<file path="src/srd_map.vh">
// address map, field positions and reset values of the special register space decoder
`ifndef SRD_MAP_VH
`define SRD_MAP_VH
`define SRD_SPACE_LO     8'h80
`define SRD_SPACE_HI     8'hff
`define SRD_SPACE_BIT    7
`define SRD_BITADR_NIB   3'h0
`define SRD_ADDR_DERIV   8'had
`define SRD_ADDR_FAMILY  8'hb5
`define SRD_ADDR_REV     8'hb6
`define SRD_RSV_DATA     8'h00
`define SRD_RST_DATA     8'h00
`endif

</file>
<file path="src/srd_bit_decode.v">
// bit address to register address and bit position decoder
`include "srd_map.vh"
module srd_bit_decode
(
  input  wire [7:0] bit_addr_i,
  output wire       space_hit_o,
  output wire [7:0] reg_addr_o,
  output wire [2:0] bit_pos_o
);
  // upper bit addresses select registers ending in 0x0 or 0x8
  assign space_hit_o = bit_addr_i[`SRD_SPACE_BIT];
  assign reg_addr_o  = {bit_addr_i[7:3], `SRD_BITADR_NIB};
  assign bit_pos_o   = bit_addr_i[2:0];
endmodule

</file>
<file path="src/srd_top.v">
// special register space decoder with identification bytes
// Operation
// registers occupy direct addresses 0x80 to 0xff
// direct access in upper range selects registers
// addresses ending 0x0 or 0x8 allow bit access
// other addresses are byte-only, never bit-selected
// core must avoid reserved addresses
// read-only revision byte at 0xb6
// read-only family byte at 0xb5
// read-only derivative byte at 0xad
// indirect upper accesses go to upper ram
// id writes ignored, reserved reads zero
`include "srd_map.vh"
module srd_top
#(
  parameter [7:0] HW_REVISION = 8'h5a, // arbitrary value
  parameter [7:0] FAMILY_ID   = 8'h5b, // arbitrary value
  parameter [7:0] DERIV_ID    = 8'h5c  // arbitrary value
)
(
  input  wire       sys_clk_i,
  input  wire       rst_n_i,
  input  wire [7:0] addr_i,
  input  wire       direct_i,
  input  wire       bit_op_i,
  input  wire [2:0] bit_pos_i,
  input  wire       rd_i,
  input  wire       wr_i,
  input  wire [7:0] wdata_i,
  input  wire [7:0] periph_rdata_i,
  input  wire       periph_ack_i,
  output wire [7:0] rdata_o,
  output wire       rbit_o,
  output wire       rvalid_o,
  output wire       space_sel_o,
  output wire       space_wr_o,
  output wire [7:0] space_addr_o,
  output wire [7:0] space_wdata_o,
  output wire [7:0] space_wmask_o,
  output wire       uram_sel_o,
  output wire       reserved_o
);
  ////////////////////////////////////////////////////////////////
  // address decode
  wire       bhit;
  wire [7:0] baddr;
  wire [2:0] bpos;
  srd_bit_decode u_bit
  (
    .bit_addr_i  (addr_i),
    .space_hit_o (bhit),
    .reg_addr_o  (baddr),
    .bit_pos_o   (bpos)
  );
  wire       upper   = (addr_i >= `SRD_SPACE_LO);
  wire       req     = rd_i | wr_i;
  wire       byte_sp = direct_i & ~bit_op_i & upper;
  wire       bit_sp  = direct_i & bit_op_i & bhit;
  wire       sp_hit  = byte_sp | bit_sp;
  wire [7:0] eaddr   = bit_op_i ? baddr : addr_i;
  wire [2:0] epos    = bit_op_i ? bpos : bit_pos_i;
  wire       uram    = ~direct_i & upper;
  reg        id_hit;
  reg  [7:0] id_val;
  always @*
  begin
    id_hit = 1'b1;
    if (eaddr == `SRD_ADDR_REV)
      id_val = HW_REVISION;
    else if (eaddr == `SRD_ADDR_FAMILY)
      id_val = FAMILY_ID;
    else if (eaddr == `SRD_ADDR_DERIV)
      id_val = DERIV_ID;
    else
    begin
      id_hit = 1'b0;
      id_val = `SRD_RSV_DATA;
    end
  end
  wire       rsv   = ~id_hit & ~periph_ack_i;
  wire [7:0] rbyte = id_hit ? id_val : (periph_ack_i ? periph_rdata_i : `SRD_RSV_DATA);
  // one-hot lane for bit ops, all lanes for byte ops
  wire [7:0] mask  = bit_op_i ? (8'h01 << epos) : 8'hff;
  wire       rd_hit = rd_i & sp_hit;

  ////////////////////////////////////////////////////////////////
  // next values of the answer
  reg  [7:0] rdata_d;
  reg        rbit_d;
  reg        rvalid_d;
  reg        sel_d;
  reg        wr_d;
  reg  [7:0] addr_d;
  reg  [7:0] wdata_d;
  reg  [7:0] wmask_d;
  reg        uram_d;
  reg        rsv_d;
  always @*
  begin
    sel_d    = req & sp_hit;
    // id bytes are read-only, so no write strobe for them
    wr_d     = wr_i & sp_hit & ~id_hit;
    addr_d   = eaddr;
    // bit ops replicate the bit and keep only its lane
    wdata_d  = bit_op_i ? ({8{wdata_i[0]}} & mask) : wdata_i;
    wmask_d  = mask;
    uram_d   = req & uram;
    rsv_d    = req & sp_hit & rsv;
    rvalid_d = rd_hit;
    // reserved places read as zero
    rdata_d  = rd_hit ? rbyte : `SRD_RSV_DATA;
    rbit_d   = rd_hit ? rbyte[epos] : 1'b0;
  end

  ////////////////////////////////////////////////////////////////
  // registered answer
  reg  [7:0] rdata_q;
  reg        rbit_q;
  reg        rvalid_q;
  reg        sel_q;
  reg        wr_q;
  reg  [7:0] addr_q;
  reg  [7:0] wdata_q;
  reg  [7:0] wmask_q;
  reg        uram_q;
  reg        rsv_q;
  always @(posedge sys_clk_i)
  begin
    if (!rst_n_i)
    begin
      rdata_q  <= `SRD_RST_DATA;
      rbit_q   <= 1'b0;
      rvalid_q <= 1'b0;
      sel_q    <= 1'b0;
      wr_q     <= 1'b0;
      addr_q   <= `SRD_RST_DATA;
      wdata_q  <= `SRD_RST_DATA;
      wmask_q  <= `SRD_RST_DATA;
      uram_q   <= 1'b0;
      rsv_q    <= 1'b0;
    end
    else
    begin
      rdata_q  <= rdata_d;
      rbit_q   <= rbit_d;
      rvalid_q <= rvalid_d;
      sel_q    <= sel_d;
      wr_q     <= wr_d;
      addr_q   <= addr_d;
      wdata_q  <= wdata_d;
      wmask_q  <= wmask_d;
      uram_q   <= uram_d;
      rsv_q    <= rsv_d;
    end
  end

  ////////////////////////////////////////////////////////////////
  // outputs straight from the flip-flops
  assign rdata_o       = rdata_q;
  assign rbit_o        = rbit_q;
  assign rvalid_o      = rvalid_q;
  assign space_sel_o   = sel_q;
  assign space_wr_o    = wr_q;
  assign space_addr_o  = addr_q;
  assign space_wdata_o = wdata_q;
  assign space_wmask_o = wmask_q;
  assign uram_sel_o    = uram_q;
  assign reserved_o    = rsv_q;
endmodule

</file>
<file path="config.mk">
export PLATFORM = sky130hd
export DESIGN_NAME = srd_top
export DESIGN_NICKNAME = d
export VERILOG_FILES = /design/src/srd_bit_decode.v /design/src/srd_top.v
export VERILOG_INCLUDE_DIRS = /design/src /design/src/src
export SDC_FILE = /design/constraint.sdc
export NUM_CORES = 1
export LEC_CHECK = 0
export ABC_AREA = 1
export BUFFER_PORTS_ARGS = -buffer_cell sky130_fd_sc_hd__buf_2
export CAP_MARGIN = 20
export CORE_ASPECT_RATIO = 0.75
export CORE_UTILIZATION = 46
export CTS_BUF_LIST = sky130_fd_sc_hd__clkbuf_4
export CTS_CLUSTER_SIZE = 28
export DETAILED_ROUTE_END_ITERATION = 16
export PLACE_DENSITY = 0.8
export REMOVE_ABC_BUFFERS = 1
export SYNTH_ARGS = -nofsm -noshare
export SYNTH_HDL_FRONTEND = slang
export SYNTH_SLANG_ARGS = --single-unit
</file>
<file path="constraint.sdc">
create_clock -name sys_clk_i -period 3.1 [get_ports sys_clk_i]
set_input_delay 0.31 -clock sys_clk_i [delete_from_list [all_inputs] [get_ports sys_clk_i]]
set_output_delay 0.31 -clock sys_clk_i [all_outputs]
set_load 0.02 [all_outputs]
</file>
==> impl_metrics.toml <==
[pwr]
cellLeakagePower_nw = 1.125
p_total_mw = 1.068
power_density_mw_per_mm2 = 537.9
vdd_drop_max_v = 0.0004161

[synth]
ys_warn_count = 0
netlist.area_leader.share_pct = 50.00
yosysMostFrequentCell = "nand2_1"
synthArstFlopShare_pct = 0
netlist_instances = 197
synth_area_leader_cell = "dfxtp_1"
ys_seq_area_share_pct = 50.00
synth_edf_count = 0
synthesis.area_mm2 = 0.001521
ys_types = 25
synthTopCellsByCount = "nand2_1 (56), dfxtp_1 (38), inv_1 (22)"
synthFlopType = "dfxtp_1"
netlist_top_cells_area = "dfxtp_1 (50%), nand2_1 (14%), inv_1 (5.4%), a21oi_1 (5.3%), nand3_1 (5.3%)"
ys_seq_elements = 38
avgSynthCellArea_um2 = 7.723

[outcome]
status = "completed"

[floorplanning]
start_util_pct = 50.02
coreArea_mm2 = 0.003042
die_h_um = 51.81
die_x_um = 68.41
rows = 17
ios = 72
die_area_mm2 = 0.003544

[sta]
fmax_mhz = 684.3
report.final.slew_viol_count = 0
post-route-period-util_pct = 47.14
layout_min_cycle_time_ps = 1461
final_hold_viol_count = 0
rsz0062_at_grt = "false"
finalSetupTns_ps = 0
slew-limit-headroom_pct = 69.85
setup_ws_ps = 1639
whs_ps = 155.7
setup_viol = 0
worstMarginPinSlew_ps = 449.4

[run]
drv_cap = 0

[global_routing]
globalRouteOverflowTotal = 0
grt_util_met1_pct = 29.63
antenna_found_initial = 0
grt_usage_pct = 20.78
grt_max_degree = 19
busiest_layer = "met1"
met3_usage_pct = 5.921
grt_pass1_wl_um = 5416
grtUsageMet2_pct = 29.25
grt_pass1_vias = 1239

[min_path]
hp-start = "direct_i"
min_to = "uram_sel_o"
holdPathStages = 2
holdCritPathClass = "in -> reg"

[place]
dpl_worst_slack_ps = 1337
gp_congestion = 0.8240
post-dp-hpwl_um = 2503
portBuffers = 71

[clocking]
post-cts-setup-buffers = 0
cts_buffer_depth = 2
cts_buffers = 5
clk_pin_slew_ps = 110
cts_resized = 0
cts_tree = "yes"
cts.sinks = 38
clockRootBuffer = "clkbuf_4"
h-tree-depth = 2
ctsHoldBuffers = 0

[routing]
wl_per_cell_um = 10.56
viasPerCell = 4.692
dr.pass1.iters = 4
route.detailed.drc = 0
vias = 1445
drtIter0Drc = 145
ant_nets = 0
wirelength_um = 3254

[critical_path]
cp-start-kind = "input port"
worstSetupEndpointType = "register"
required_ps = 3350
worstPathBufferInverterCount = 3
cp.depth = 10
critPathMaxFanout = 17
cp_cell_sequence = "buf_2, inv_2, nand3_1, inv_1, o21ai_4, nand3_1, nand2_1, nand3b_1, nor2_1, nor2_1"
cp.arrival_ps = 1710
path_delay_family = "simple AND/OR/NAND/NOR gates"
crit_type = "in -> reg"
slowest_stage = "o21ai_4"
critical_path.startpoint = "bit_op_i"
max_stage_delay_ps = 270

[cells_and_area]
num-nets-final = 303
drive_gt1_share_pct = 35.56
antenna_cells = 0
area_growth_pct = 30.43
## per-stage QoR
stage / cell area (um^2) / cells / utilization, %
final: 1984 / 308 / 65.24
after global routing: 1984 / 308 / 65.24
after CTS: 1984 / 308 / 65.24
after detailed placement: 1883 / 300 / 61.91
after global placement: 1883 / 300 / 61.91
after floorplan: 1480 / 191 / -
## worst max-delay path by stage
| stage | to | slack (ps) |
|---|---|---|
| final | rbit_o | 1640 |
| after global routing | rbit_o | 1500 |
| after CTS | rbit_o | 1670 |
| after detailed placement | rbit_o | 1340 |
| after global placement | rbit_o | 1400 |
| after floorplan | rbit_o | 1810 |
## where the power goes
part | leakage, nW | switching (mW) | internal, mW
Combinational | 0.759 | 0.0958 | 0.0515
Clock | 0.0528 | 0.160 | 0.249
Sequential | 0.312 | 0.00401 | 0.508
Total | 1.12 | 0.259 | 0.808
## cell usage in the layout (no fill, tap or decap), types with 5 or more instances in the layout
cell type,instances
nand3_1,16
inv_1,22
nor2_1,13
buf_2,71
nand2_1,56
dfxtp_1,38
clkbuf_4,5
a21oi_1,16
## state kept, by name (all words and copies together) (netlist names)
| register | cells |
|---|---|
| rbit_o | 1 |
| rdata_o | 8 |
| reserved_o | 1 |
| rvalid_o | 1 |
| space_addr_o | 8 |
| space_sel_o | 1 |
| space_wdata_o | 8 |
| space_wmask_o | 8 |
| space_wr_o | 1 |
| uram_sel_o | 1 |
## kinds of logic after synthesis
logic type,share of synthesized area [%]
simple gates,32.48
flops,50.00
compound gates,7.731
buf+inv,9.786
## area by class of cell
class | count | area [um^2]
fill | 278 | 1057
sequential | 38 | 760.7
multi-input combinational | 125 | 611.8
timing repair buffer | 71 | 355.3
inverter | 28 | 107.6
clock inverter | 3 | 63.81
tap | 38 | 47.55
clock buffer | 5 | 37.54
## per-layer routing
layer	wire length (um)	share of wire, %	vias up
met4	29	0.89	0
met1	1553	48	630
met3	221	6.8	5
met5	0	0	-
li1	-	-	757
met2	1450	45	53
Note: power is estimated with default switching activity, not from simulation.
